==> src/sp8_pkg.sv <==
// shared constants and carrier types for the 1:8 deserializer
package sp8_pkg;

  localparam int WORD_W = 8;
  localparam int FIFO_DEPTH = 32;
  localparam int IDX_W = 3;
  localparam int CNT_W = 4;
  // slip request hold, in serial clock cycles, per rate mode
  localparam int SLIP_HOLD_DOUBLE = 2;
  localparam int SLIP_HOLD_RISE = 3;
  // serial-bit to parallel-output latency, in serial clock cycles
  localparam int LAT_DOUBLE_CYC = 6;
  localparam int LAT_RISE_CYC = 12;
  localparam int EDGES_PER_CYC_DOUBLE = 2;
  localparam logic [IDX_W-1:0] IDX_LAST = 3'h7;
  localparam logic [IDX_W-1:0] IDX_FIRST = 3'h0;
  localparam logic [IDX_W-1:0] IDX_FRAME_HALF = 3'h4;
  localparam logic [CNT_W-1:0] CNT_LOAD_AT = 4'h1;
  localparam logic [1:0] SLIP_CNT_ZERO = 2'h0;
  localparam logic [WORD_W-1:0] WORD_RESET = 8'h00;

  typedef enum logic [2:0] {
    SP8_HALT,
    SP8_WAIT_FALL,
    SP8_SKIP_RISE,
    SP8_RUN
  } sp8_phase_e;

  // every pin-level input, carried through the synchroniser together
  typedef struct packed {
    logic ser_clk;
    logic serial_in_a;
    logic serial_in_b;
    logic serial_input_select;
    logic rate_mode_select;
    logic clock_gate_n;
    logic bit_slip_pulse;
    logic master_reset;
  } sp8_pins_s;

  typedef struct packed {
    sp8_pins_s sync1;
    sp8_pins_s sync2;
    logic sclk_prev;
    sp8_phase_e phase;
    logic skip_first;
    logic [WORD_W-1:0] shift;
    logic [IDX_W-1:0] idx;
    logic pend_v;
    logic [CNT_W-1:0] pend_cnt;
    logic [WORD_W-1:0] pend_word;
    logic [WORD_W-1:0] out_word;
    logic frame;
    logic [1:0] slip_cnt;
    logic slip_armed;
    logic slip_used;
    logic push_v;
    logic [WORD_W-1:0] push_word;
    logic overflow;
  } sp8_state_s;

endpackage : sp8_pkg

==> src/sp8_deser.sv <==
// 1:8 serial to parallel deserializer with bit slip, gating and word framing
`timescale 1ns/1ps
`default_nettype none

// Functional notes
// - assemble eight serial bits per parallel word
// - rate select high rising only, else both
// - unconnected rate select means double-edge mode
// - select chooses input a or b, a default
// - all control inputs read low when open
// - master reset stops internal clock regardless gate
// - first capture on second rising after release
// - double-edge latency six clock cycles to output
// - rising-only latency twelve clock cycles to output
// - slip pulse swallows one bit, shifts boundary
// - double-edge slip held two cycles, next edge
// - rising-only slip held three cycles, next rising
// - one bit shift per slip pulse only
// - frame clock divide four double, eight rising
// - gate high suspends activity, no runt pulses
// - resume after gate low, fall, then rising
module sp8_deser #(
  parameter int FIFO_DEPTH = sp8_pkg::FIFO_DEPTH
) (
  // system clock and reset
  input wire logic clock,
  input wire logic rst,
  // serial side pins, asynchronous to clock
  input wire logic ser_clk,
  input wire logic serial_in_a,
  input wire logic serial_in_b,
  // control pins, asynchronous to clock
  input wire logic serial_input_select,
  input wire logic rate_mode_select,
  input wire logic clock_gate_n,
  input wire logic bit_slip_pulse,
  input wire logic master_reset,
  // parallel side
  output logic [sp8_pkg::WORD_W-1:0] parallel_word,
  output logic word_frame_clock,
  // buffered word stream
  output logic word_valid,
  input wire logic word_ready,
  output logic [sp8_pkg::WORD_W-1:0] word_data,
  // status
  output logic word_overflow
);

  if (FIFO_DEPTH < 2) begin : g_bad_depth
    $error("sp8_deser: FIFO_DEPTH must be at least 2");
  end

  sp8_pkg::sp8_state_s s_q, s_d;
  sp8_pkg::sp8_pins_s pins;
  logic fifo_in_ready;
  logic rising_only;
  logic sclk_rise;
  logic sclk_fall;
  logic tick;
  logic data_bit;
  logic [1:0] slip_need;

  // extra sample ticks from last bit of a word until it is shown
  function automatic logic [sp8_pkg::CNT_W-1:0] extra_ticks(input logic rise_only);
    int lat_ticks;
    lat_ticks = rise_only ? sp8_pkg::LAT_RISE_CYC
                          : sp8_pkg::LAT_DOUBLE_CYC * sp8_pkg::EDGES_PER_CYC_DOUBLE;
    return sp8_pkg::CNT_W'(lat_ticks - (sp8_pkg::WORD_W - 1));
  endfunction : extra_ticks

  // open pins are pulled low outside; low picks double edge and input a
  always_comb begin
    pins.ser_clk = ser_clk;
    pins.serial_in_a = serial_in_a;
    pins.serial_in_b = serial_in_b;
    pins.serial_input_select = serial_input_select;
    pins.rate_mode_select = rate_mode_select;
    pins.clock_gate_n = clock_gate_n;
    pins.bit_slip_pulse = bit_slip_pulse;
    pins.master_reset = master_reset;
  end

  assign rising_only = s_q.sync2.rate_mode_select;
  assign sclk_rise = s_q.sync2.ser_clk && !s_q.sclk_prev;
  assign sclk_fall = !s_q.sync2.ser_clk && s_q.sclk_prev;
  // low rate select samples both edges
  assign tick = (s_q.phase == sp8_pkg::SP8_RUN) && (sclk_rise || (!rising_only && sclk_fall));
  // input select, open select reads low so input a
  assign data_bit = s_q.sync2.serial_input_select ? s_q.sync2.serial_in_b
                                                  : s_q.sync2.serial_in_a;
  assign slip_need = rising_only ? 2'(sp8_pkg::SLIP_HOLD_RISE) : 2'(sp8_pkg::SLIP_HOLD_DOUBLE);

  always_comb begin
    s_d = s_q;
    // the first stage is read only by the second
    s_d.sync1 = pins;
    s_d.sync2 = s_q.sync1;
    s_d.sclk_prev = s_q.sync2.ser_clk;
    // a word the FIFO took this clock leaves the push stage
    if (fifo_in_ready) begin
      s_d.push_v = 1'b0;
    end

    // master reset halts and realigns all but the shown word and the push stage
    if (s_q.sync2.master_reset) begin
      s_d.phase = sp8_pkg::SP8_HALT;
      s_d.skip_first = 1'b1;
      s_d.shift = sp8_pkg::WORD_RESET;
      s_d.idx = sp8_pkg::IDX_FIRST;
      s_d.pend_v = 1'b0;
      s_d.frame = 1'b1;
      s_d.slip_cnt = sp8_pkg::SLIP_CNT_ZERO;
      s_d.slip_armed = 1'b0;
      s_d.slip_used = 1'b0;
      s_d.overflow = 1'b0;
    // gate suspends, state is kept for resume
    end else if (s_q.sync2.clock_gate_n) begin
      s_d.phase = sp8_pkg::SP8_HALT;
    end else begin
      case (s_q.phase)
        sp8_pkg::SP8_HALT: begin
          s_d.phase = sp8_pkg::SP8_WAIT_FALL;
        end
        // wait for a falling edge first
        sp8_pkg::SP8_WAIT_FALL: begin
          if (sclk_fall) begin
            s_d.phase = s_q.skip_first ? sp8_pkg::SP8_SKIP_RISE : sp8_pkg::SP8_RUN;
            s_d.skip_first = 1'b0;
          end
        end
        // skip a whole period, so both modes take the second rise
        sp8_pkg::SP8_SKIP_RISE: begin
          if (sclk_fall) begin
            s_d.phase = sp8_pkg::SP8_RUN;
          end
        end
        sp8_pkg::SP8_RUN: begin
          s_d.phase = sp8_pkg::SP8_RUN;
        end
        default: begin
          s_d.phase = sp8_pkg::SP8_HALT;
        end
      endcase

      // count slip hold in serial clock cycles
      if (!s_q.sync2.bit_slip_pulse) begin
        s_d.slip_cnt = sp8_pkg::SLIP_CNT_ZERO;
        s_d.slip_used = 1'b0;
      end else if (!s_q.slip_used && sclk_rise) begin
        s_d.slip_cnt = s_q.slip_cnt + 2'(1);
        if (s_q.slip_cnt + 2'(1) >= slip_need) begin
          s_d.slip_armed = 1'b1;
          s_d.slip_used = 1'b1;
        end
      end

      if (tick) begin
        // latency countdown runs on sample ticks
        if (s_q.pend_v) begin
          s_d.pend_cnt = s_q.pend_cnt - sp8_pkg::CNT_W'(1);
          if (s_q.pend_cnt == sp8_pkg::CNT_LOAD_AT) begin
            s_d.pend_v = 1'b0;
            s_d.out_word = s_q.pend_word;
            s_d.push_word = s_q.pend_word;
            s_d.push_v = 1'b1;
            // a word still waiting for the FIFO is lost
            if (s_q.push_v && !fifo_in_ready) begin
              s_d.overflow = 1'b1;
            end
          end
        end
        // swallow this edge, boundary moves by one
        if (s_q.slip_armed) begin
          s_d.slip_armed = 1'b0;
        end else begin
          // first bit lands in bit zero
          s_d.shift[s_q.idx] = data_bit;
          s_d.idx = s_q.idx + sp8_pkg::IDX_W'(1);
          if (s_q.idx == sp8_pkg::IDX_LAST) begin
            s_d.pend_word = s_q.shift;
            s_d.pend_word[sp8_pkg::IDX_LAST] = data_bit;
            s_d.pend_cnt = extra_ticks(rising_only);
            s_d.pend_v = 1'b1;
          end
          // one frame period per eight samples
          s_d.frame = (s_d.idx < sp8_pkg::IDX_FRAME_HALF);
        end
      end
    end

  end

  always_ff @(posedge clock) begin
    if (rst) begin
      s_q <= '0;
      s_q.phase <= sp8_pkg::SP8_HALT;
      s_q.skip_first <= 1'b1;
      s_q.frame <= 1'b1;
    end else begin
      s_q <= s_d;
    end
  end

  assign parallel_word = s_q.out_word;
  assign word_frame_clock = s_q.frame;
  assign word_overflow = s_q.overflow;

  sp8_fifo #(
    .WIDTH(sp8_pkg::WORD_W),
    .DEPTH(FIFO_DEPTH)
  ) u_fifo (
    .clock(clock),
    .rst(rst),
    .in_valid(s_q.push_v),
    .in_ready(fifo_in_ready),
    .in_data(s_q.push_word),
    .out_valid(word_valid),
    .out_ready(word_ready),
    .out_data(word_data)
  );

endmodule : sp8_deser

`default_nettype wire

==> src/sp8_fifo.sv <==
// word FIFO between the deserializer and the parallel word receiver
`timescale 1ns/1ps
`default_nettype none

module sp8_fifo #(
  parameter int WIDTH = 8,
  parameter int DEPTH = 32
) (
  // clock and reset
  input wire logic clock,
  input wire logic rst,
  // fill side
  input wire logic in_valid,
  output logic in_ready,
  input wire logic [WIDTH-1:0] in_data,
  // drain side
  output logic out_valid,
  input wire logic out_ready,
  output logic [WIDTH-1:0] out_data
);

  localparam int PW = $clog2(DEPTH);
  localparam int CW = $clog2(DEPTH + 1);

  if (DEPTH < 2 || (DEPTH & (DEPTH - 1)) != 0 || WIDTH < 1) begin : g_bad_param
    $error("sp8_fifo: DEPTH must be a power of two >= 2");
  end

  typedef struct packed {
    logic [DEPTH-1:0][WIDTH-1:0] mem;
    logic [PW-1:0] wr_ptr;
    logic [PW-1:0] rd_ptr;
    logic [CW-1:0] count;
  } sp8_fifo_state_s;

  sp8_fifo_state_s s_q, s_d;
  logic push;
  logic pop;

  assign in_ready = (s_q.count != CW'(DEPTH));
  assign out_valid = (s_q.count != '0);
  assign out_data = s_q.mem[s_q.rd_ptr];
  assign push = in_valid && in_ready;
  assign pop = out_valid && out_ready;

  always_comb begin
    s_d = s_q;
    if (push) begin
      s_d.mem[s_q.wr_ptr] = in_data;
      s_d.wr_ptr = s_q.wr_ptr + PW'(1);
    end
    if (pop) begin
      s_d.rd_ptr = s_q.rd_ptr + PW'(1);
    end
    if (push && !pop) begin
      s_d.count = s_q.count + CW'(1);
    end else if (pop && !push) begin
      s_d.count = s_q.count - CW'(1);
    end
  end

  always_ff @(posedge clock) begin
    if (rst) begin
      s_q <= '0;
    end else begin
      s_q <= s_d;
    end
  end

endmodule : sp8_fifo

`default_nettype wire

==> config.mk <==
export PLATFORM = sky130hd
export DESIGN_NAME = sp8_deser
export DESIGN_NICKNAME = d
export VERILOG_FILES = /design/src/sp8_pkg.sv /design/src/sp8_deser.sv /design/src/sp8_fifo.sv
export SDC_FILE = /design/constraint.sdc
export NUM_CORES = 1
export LEC_CHECK = 0
export ABC_CLOCK_PERIOD_IN_PS = 5300
export BUFFER_PORTS_ARGS = -buffer_cell sky130_fd_sc_hd__buf_2
export CAP_MARGIN = 20
export CORE_MARGIN = 4
export CORE_UTILIZATION = 25
export CTS_CLUSTER_SIZE = 20
export DETAILED_ROUTE_END_ITERATION = 10
export HOLD_SLACK_MARGIN = 0.08
export SLEW_MARGIN = 20
export SYNTH_ARGS = -nofsm -noshare
export SYNTH_HDL_FRONTEND = slang
export SYNTH_SLANG_ARGS = --single-unit
export TNS_END_PERCENT = 5
==> constraint.sdc <==
create_clock -name clock -period 5.3 [get_ports clock]
set_input_delay 0.795 -clock clock [delete_from_list [all_inputs] [get_ports clock]]
set_output_delay 0.795 -clock clock [all_outputs]
set_load 0.005 [all_outputs]
==> flow_summary.toml, run 1 <==
[layout]
post-route-util_pct = 28.3
fillers = 6140
instances_no_fill = 2167
diodes = 0
syn2layout_area_growth_pct = 12.6
multiInputGateArea_um2 = 7920
seq_area_um2 = 6620
nets = 1387
design_area_um2 = 17100
drive_above_1_share_pct = 14.5

[critical_path]
cp.arrival_ns = 3.21
worst_setup_path_start_kind = "flip-flop"
reg2reg_from = "u_fifo.s_q[5]$_SDFFE_PP0P_"
r2r_setup_slack_ns = 1.61
critPathLaunch = "u_fifo.s_q[8]$_SDFFE_PP0P_"
critical_path_class = "reg2out"
end_kind = "primary output"
required_ns = 4.51
critPathMaxFanout = 33

[floorplanning]
row_count = 90
coreArea_um2 = 60200
initial_core_util_pct = 25.2
die_h_um = 254
die_x_um = 254
die_area_um2 = 64700
boundaryPins = 30

[detailed_routing]
drt-total-wl_um = 37900
wl_per_cell_um = 17.5
viasPerCell = 4.72
first_iter_violations = 687
drcViolationCount = 0
vias = 10200
first_pass_iters = 5
drtAntennaViolNets = 0

[sta]
rsz0062_at_grt = "no"
timing.hold.ws_ns = 0.428
min_period_ns = 4.00
setup_tns_ns = 0
fmax_mhz = 250
clock_skew_ns = 0.0260
hold_violations = 0
setup_viol = 0
worstMarginPinSlew_ns = 1.16
maxSlewHeadroom_pct = 22.6
post-route-period-util_pct = 75.5
drv_slew = 0

[synthesis]
synth-seq-cells = 330
ys.flop_type = "dfxtp_1"
syn_nets = 1426
yosys-top-cells-area = "dfxtp_1, mux2i_1, nor2_1"
ys_warn_count = 0
synthesis.area_um2 = 15200
synth_top_area_share_pct = 43.6
synth-edff-count = 0
yosys.area.top_type = "dfxtp_1"
syn_avg_cell_area_um2 = 10.8
synthArstFlopShare_pct = 0
ys_seq_area_share_pct = 43.6
synthCells = 1399
synth.distinct_cells = 63

[clock_tree]
cts.clk_slew.worst_paths_ns = 0.06
clk_latency_ns = 0.54
cts.sinks = 330
cts-resized-gates = 0
clock_path_buffers = 3
root_buffer = "clkbuf_16"
cts_tree = "yes"
holdBufCountCts = 0
cts_made_buffers = 36
post_cts_buffers = 0
h-tree-depth = 2

[status]
status = "finished, final reports clean"

[placed_design]
placedCellCount = 2104
place_area_um2 = 15900
globalplace.congestion = 0.757
port_buffers = 29
dp_hpwl_um = 24400

[power_and_ir_drop]
p_leak_uw = 0.00537
ir_drop_mv = 0.426
power.density_nw_per_um2 = 359

[global_route]
grt_pass1_wl_um = 59100
grt.overflow.total = 0
antenna_found_initial = 1
grt_pass1_vias = 10100
grt_max_degree = 162
grt_usage_pct = 11.5

[worst_hold_path]
hp-start = "s_d[52]$_SDFF_PP0_"
worstHoldPathType = "reg2reg"

[job]
cap_violations = 0
==> synthesized netlist by cell type (all sizes together), types with 5 or more instances <==
master,instances
or3,5
nand3b,7
buf,54
clkbuf,74
a311oi,35
o21ai,10
inv,13
o221ai,11
nand3,9
a2111oi,6
nor2,295
nand2,24
dfxtp,330
ha,15
a22oi,15
a21oi,24
xor2,6
xnor2,6
nor2b,23
mux4,49
mux2i,314
nor3,9
==> layer usage <==
metal	up-vias	track usage [%]	routed length [um]
met4	0	3.42	947
met5	-	0	0
li1	4897	-	-
met2	210	19.6	18200
met3	60	1.95	1760
met1	5062	15.1	16900
==> cells by family (layout without fill, tap and decap cells) <==
logic type | count (synthesis) | in the layout | share of synthesized area [%]
AND/OR/NAND/NOR | 400 | 400 | 11.5
flip-flops | 330 | 330 | 43.6
adder cells (fa/ha/maj) | 16 | 16 | 1.37
buffers and inverters | 141 | 127 | 4.33
XOR/XNOR | 12 | 12 | 0.693
multiplexers | 366 | 366 | 28.2
AO/OA/AOI/OAI | 134 | 134 | 10.3
==> layout by cell type (no fill, tap or decap), types with 3 or more instances in the layout <==
| cell | netlist | routed |
|---|---|---|
| o21ai_0 | 10 | 10 |
| xor2_1 | 6 | 6 |
| nand4b_1 | 4 | 4 |
| nor2b_1 | 23 | 23 |
| nor2_1 | 295 | 295 |
| nand2_2 | 4 | 4 |
| a22o_1 | 4 | 4 |
| nand3b_1 | 7 | 7 |
| clkbuf_8 | 0 | 7 |
| inv_1 | 12 | 12 |
| clkbuf_16 | 0 | 37 |
| nor3b_1 | 3 | 3 |
| a211oi_1 | 3 | 3 |
| dfxtp_1 | 330 | 327 |
| o21a_1 | 3 | 3 |
| buf_2 | 24 | 28 |
| mux2i_1 | 314 | 314 |
| or3b_1 | 4 | 4 |
| buf_4 | 14 | 21 |
| a2111oi_0 | 6 | 5 |
| clkbuf_1 | 74 | 11 |
| o221ai_1 | 11 | 11 |
| or4_1 | 3 | 3 |
| a22oi_1 | 15 | 15 |
| nand2b_1 | 3 | 3 |
| a311oi_1 | 4 | 3 |
| o2111ai_1 | 3 | 3 |
| nand3_1 | 9 | 9 |
| a311oi_4 | 31 | 31 |
| nand2_1 | 20 | 20 |
| mux4_2 | 49 | 49 |
| a21oi_1 | 24 | 24 |
| xnor2_1 | 6 | 6 |
| or3_1 | 5 | 5 |
| nor3_1 | 9 | 9 |
| ha_1 | 15 | 15 |
==> stage by stage <==
step	setup WS [ns]	total power (uW)
3_3_place_gp	1.79	3670
6_report	1.30	6140
2_1_floorplan	2.25	3550
4_1_cts	1.30	6210
3_5_place_dp	1.74	3690
5_1_grt	1.15	6360
==> layout make-up <==
class                      count  share of cell area [%]
tap                          782                    5.73
clock buffer                  55                    6.23
multi-input combinational    928                    46.4
timing repair buffer          51                    1.95
sequential                   330                    38.7
inverter                      13                   0.286
clock inverter                 8                   0.674
==> critical path, cell delays in order (launching register included) <==
cell and delay [ns]:
dfxtp_2 0.98, nand3_1 0.58, o221ai_1 0.58, a21oi_1 0.13, a22oi_1 0.23, buf_2 0.17
==> final timing paths <==
kind / to / cells after the start
setup / recovery: word_data[5] / 5
hold / removal: s_q[52]$_SDFF_PP0_ / 1
setup reg to reg: u_fifo.s_q[5]$_SDFFE_PP0P_ / 10
hold reg to reg: s_q[52]$_SDFF_PP0_ / 1
==> sequential cells by signal, indices dropped and copies added, names as in the netlist <==
signal,flops
u_fifo.s_q,272
s_q,46
s_d,9
rising_only,1
word_frame_clock,1
word_overflow,1
==> power breakdown <==
group	switching [uW]	internal, uW
registers	190	2520
clock network	1020	1490
logic	621	299
total	1830	4310
Note: power is estimated with default switching activity, not from simulation.
==> run 2, diff against run 1 <==
--- a/config.mk
+++ b/config.mk
@@ -5,7 +5,8 @@
 export SDC_FILE = /design/constraint.sdc
 export NUM_CORES = 1
 export LEC_CHECK = 0
-export ABC_CLOCK_PERIOD_IN_PS = 5300
+export ABC_AREA = 1
+export ABC_CLOCK_PERIOD_IN_PS = 3750
 export BUFFER_PORTS_ARGS = -buffer_cell sky130_fd_sc_hd__buf_2
 export CAP_MARGIN = 20
 export CORE_MARGIN = 4
==> constraint.sdc (replaced) <==
create_clock -name clock -period 3.75 [get_ports clock]
set_input_delay 0.5625 -clock clock [delete_from_list [all_inputs] [get_ports clock]]
set_output_delay 0.5625 -clock clock [all_outputs]
set_load 0.005 [all_outputs]
==> flow_summary.toml, run 2 <==
[detailed_routing]
first_pass_iters = 5
drt-total-wl_um = 49700
drcViolationCount = 0
wl_per_cell_um = 15.3
first_iter_violations = 1582
viasPerCell = 4.68
vias = 15200
drtAntennaViolNets = 0

[sta]
post-route-period-util_pct = 91.7
clock_skew_ns = 0.0181
maxSlewHeadroom_pct = 30.0
min_period_ns = 3.44
worstMarginPinSlew_ns = 1.05
rsz0062_at_grt = "no"
fmax_mhz = 291
setup_tns_ns = 0
drv_slew = 0
post-route-worst-setup-slack_ns = 0.312
setup_viol = 0
hold_violations = 0

[critical_path]
critical_path_class = "reg2out"
end_kind = "primary output"
critPathMaxFanout = 36
cp.arrival_ns = 2.88
required_ns = 3.19
reg2reg_from = "u_fifo.s_q[1]$_SDFFE_PP0P_"
critPathLaunch = "u_fifo.s_q[7]$_SDFFE_PP0P_"
worst_setup_path_start_kind = "flip-flop"

[synthesis]
synth-edff-count = 0
ys.flop_type = "dfxtp_1"
yosysMostFrequentCell = "nand2_1"
syn_nets = 2446
synth-seq-cells = 330
synthesis.area_um2 = 16600
syn_avg_cell_area_um2 = 6.86
synth_commonest_cells = "nand2_1, nand3_1, dfxtp_1"
synth_top_area_share_pct = 39.8
synth.distinct_cells = 35
yosys-top-cells-area = "dfxtp_1, nand2_1, nand3_1"
yosys.area.top_type = "dfxtp_1"
ys_warn_count = 0
ys_seq_area_share_pct = 39.8
synthCells = 2419
synthArstFlopShare_pct = 0

[layout]
final_cell_mix = "nand2_1, nand3_1, dfxtp_1"
largest_register = "u_fifo.s_q"
nets = 2376
final_common_cell = "nand2_1"
instances_no_fill = 3237
fillers = 7129
diodes = 0
design_area_um2 = 18500
syn2layout_area_growth_pct = 11.7
drive_above_1_share_pct = 10.7
largest_reg_flops = 272

[global_route]
grt.overflow.total = 0
grt_pass1_vias = 13900
grt_max_degree = 179
antenna_found_initial = 0
grt_usage_pct = 13.7
grt_pass1_wl_um = 79000

[floorplanning]
die_h_um = 266
coreArea_um2 = 65700
die_x_um = 266
initial_core_util_pct = 25.2
row_count = 94
die_area_um2 = 70500
boundaryPins = 30

[power_and_ir_drop]
power.density_nw_per_um2 = 496
p_int_uw = 6310
switching_power_uw = 2880
clock_power_share_pct = 40.4
p_leak_uw = 0.00662
ir_drop_mv = 0.393
p_comb_share_pct = 20.4
p_sw_share_pct = 31.3
pwr-share-seq_pct = 39.2

[placed_design]
globalplace.congestion = 0.859
dp_hpwl_um = 29700
placedCellCount = 3172
dpl_worst_slack_ns = 0.898
port_buffers = 29
place_area_um2 = 17300

[worst_hold_path]
hp-start = "rate_mode_select"
worstHoldPathType = "in2reg"

[clock_tree]
cts.clk_slew.worst_paths_ns = 0.06
cts_tree = "yes"
cts_made_buffers = 39
cts.sinks = 330
h-tree-depth = 2
clk_latency_ns = 0.56
post_cts_buffers = 0
root_buffer = "clkbuf_16"
holdBufCountCts = 0
cts-resized-gates = 0
clock_path_buffers = 3

[job]
cap_violations = 0

[status]
status = "finished, final reports clean"
==> run 2: power by group through the flow <==
stage,logic (uW),clock network (uW),registers [uW]
global route,2120,3930,3600
CTS,1870,3800,3600
detailed placement,1870,0,3680
floorplan,1350,0,3660
global placement,1880,0,3680
finish,1880,3710,3600
==> run 2: area by class of cell <==
| class | count | area [um^2] | area share (%) |
|---|---|---|---|
| timing repair buffer | 49 | 355 | 1.92 |
| sequential | 330 | 6620 | 35.7 |
| multi-input combinational | 1717 | 8440 | 45.5 |
| clock inverter | 8 | 71.3 | 0.385 |
| tap | 864 | 1080 | 5.84 |
| clock buffer | 57 | 1150 | 6.23 |
| inverter | 212 | 806 | 4.35 |
==> run 2: through the flow <==
stage	hold slack [ns]	power, uW	util, %
floorplan	0.388	5020	-
global placement	0.390	5560	26.3
detailed placement	0.392	5540	26.3
CTS	0.183	9270	28.2
global route	0.209	9650	28.2
finish	0.213	9190	28.2
==> run 2: per-layer routing <==
metal	wire, um	share of wire (%)	track usage [%]	vias to the layer above
met3	2770	5.6	2.27	91
met2	22400	45	21.4	408
li1	-	-	-	7636
met4	1450	2.9	4.33	0
met1	23100	46	19.3	7021
met5	0	0	0	-
==> run 2: cell families after synthesis <==
logic type / synth area share (%)
buf+inv: 9.29
xor+xnor: 0.528
simple gates: 38.2
compound gates: 10.9
fa+ha+maj: 1.25
flops: 39.8
==> run 2: critical path: stages (launching register included) <==
cell     delay, ns
dfxtp_2       0.32
inv_2         0.53
buf_4         0.47
nand3_1       0.16
nand3_1       0.12
nand2_1       0.06
nor2_1        0.16
nor2_1        0.08
nor2_1        0.23
buf_2         0.17
==> run 2: worst paths after layout <==
check             slack (ns)  cells after the start                         end
hold reg to reg         0.40                      2          s_q[52]$_SDFF_PP0_
setup / recovery        0.31                      9                word_data[3]
setup reg to reg        1.25                     12  u_fifo.s_q[4]$_SDFFE_PP0P_
hold / removal          0.21                      3          s_d[55]$_SDFF_PP0_
==> run 3, diff against run 2 <==
--- a/config.mk
+++ b/config.mk
@@ -9,7 +9,6 @@
 export ABC_CLOCK_PERIOD_IN_PS = 3750
 export BUFFER_PORTS_ARGS = -buffer_cell sky130_fd_sc_hd__buf_2
 export CAP_MARGIN = 20
-export CORE_MARGIN = 4
 export CORE_UTILIZATION = 25
 export CTS_CLUSTER_SIZE = 20
 export DETAILED_ROUTE_END_ITERATION = 10
==> flow_summary.toml, run 3 (same netlist as run 2, synthesis figures left out) <==
[status]
status = "finished, final reports clean"

[detailed_routing]
top_layer = "met4"
drt-total-wl_um = 49400
viasPerCell = 4.68
wl_per_cell_um = 15.2
drcViolationCount = 0
first_pass_iters = 6
drtAntennaViolNets = 0
route.met2.wl_um = 22400
first_iter_violations = 1577
wl_met3_um = 3120
vias = 15200
m1WireLength_um = 22700

[power_and_ir_drop]
ir_drop_mv = 0.348
p_leak_uw = 0.00665
power.density_nw_per_um2 = 497

[critical_path]
worst_setup_path_start_kind = "flip-flop"
critPathMaxFanout = 18
worstPathCellList = "inv_2 -> nor2_1 -> inv_2 -> a21oi_1 -> nor2_1 -> nand2_1 -> nand2_1 -> inv_1 -> buf_2"
required_ns = 3.19
cpPeakStageDelay_ns = 0.67
cp_slowest_cell = "nor2_1"
critical_path_class = "reg2out"
cp.arrival_ns = 2.86
end_kind = "primary output"

[floorplanning]
die_x_um = 260
row_count = 94
coreArea_um2 = 65700
boundaryPins = 30
die_area_um2 = 67400
initial_core_util_pct = 25.2
die_h_um = 260

[sta]
setup_tns_ns = 0
worstMarginPinSlew_ns = 0.964
hold_violations = 0
maxSlewHeadroom_pct = 35.7
post-route-period-util_pct = 91.3
setup_viol = 0
min_period_ns = 3.42
clock_skew_ns = 0.0180
drv_slew = 0
post-route-worst-setup-slack_ns = 0.328
rsz0062_at_grt = "no"
fmax_mhz = 292
timing.hold.ws_ns = 0.209

[worst_hold_path]
worstHoldPathType = "in2reg"

[layout]
largest_register = "u_fifo.s_q"
fillers = 7136
largest_reg_flops = 272
final_common_cell = "nand2_1"
diodes = 0
seq_area_um2 = 6620
final_cell_mix = "nand2_1, nand3_1, dfxtp_1"
syn2layout_area_growth_pct = 12.1
drive_above_1_share_pct = 10.7
multiInputGateArea_um2 = 8440
nets = 2376

[job]
cap_violations = 0

[clock_tree]
cts.clk_slew.worst_paths_ns = 0.06
h-tree-depth = 2
post_cts_buffers = 0
clk_latency_ns = 0.56
holdBufCountCts = 0
cts-resized-gates = 0
cts_made_buffers = 39
root_buffer = "clkbuf_16"
clock_path_buffers = 3
cts.sinks = 330
cts_tree = "yes"

[placed_design]
port_buffers = 29
dpl_worst_slack_ns = 0.965
dp_hpwl_um = 29900
globalplace.congestion = 0.870

[global_route]
grt_pass1_wl_um = 77300
grt.overflow.total = 0
grt_usage_pct = 14.3
grt_pass1_vias = 13600
grt_max_degree = 133
antenna_found_initial = 0
-- run 3: cell types whose count changed in the layout (fill, tap and decap cells not counted), sizes merged --
cell | previous run | this run
clkinvlp | 1 | 0
clkbuf | 57 | 60
clkinv | 7 | 6
inv | 211 | 213
-- run 3: path summary, 6_finish.rpt --
path	start	to	slack, ns	cells past startpoint
worst max register to register	u_fifo.s_q[2]$_SDFFE_PP0P_	u_fifo.s_q[4]$_SDFFE_PP0P_	1.07	11
worst min register to register	s_d[55]$_SDFF_PP0_	rising_only$_SDFF_PP0_	0.40	2
worst max-delay path	u_fifo.s_q[9]$_SDFFE_PP0P_	word_data[7]	0.33	9
worst min-delay path	clock_gate_n	s_d[54]$_SDFF_PP0_	0.21	3
-- run 3: final cells by class --
class,count,share of cell area (%)
well taps,864,5.81
clock inverters,8,0.471
multi-input cells,1717,45.4
flip-flops and latches,330,35.6
repair buffers,49,1.98
clock buffers,60,6.43
inverters,212,4.33
-- run 3: layer usage --
metal,GRT usage [%],vias to the layer above
met3,2.46,67
met2,22.3,475
met5,0,-
met4,4.89,0
met1,19.9,6990
li1,-,7639
-- run 3: report_power, final --
group          switching (uW)  total, uW  internal [uW]  leakage [uW]
Combinational            1240       1810            567       0.00335
Sequential               72.4       3630           3560       0.00267
Clock                    1540       3800           2270      0.000635
Total                    2850       9240           6390       0.00665
-- run 3: critical path, delay by kind of cell, from the launching register on --
kind	cells	cell delay, ns
AOI/OAI and AO/OA	1	0.33
buffers and inverters	4	0.63
DFF	1	0.36
and+or+nand+nor	4	0.97
-- run 3: metrics by stage --
step                      total power [uW]  instances  cell area, um^2  util [%]
after floorplan                       5020       2419            16600         -
after CTS                             9330       3240            18600      28.3
after global placement                5510       3172            17300      26.3
after detailed placement              5510       3172            17300      26.3
final                                 9240       3240            18600      28.3
after global routing                  9680       3240            18600      28.3
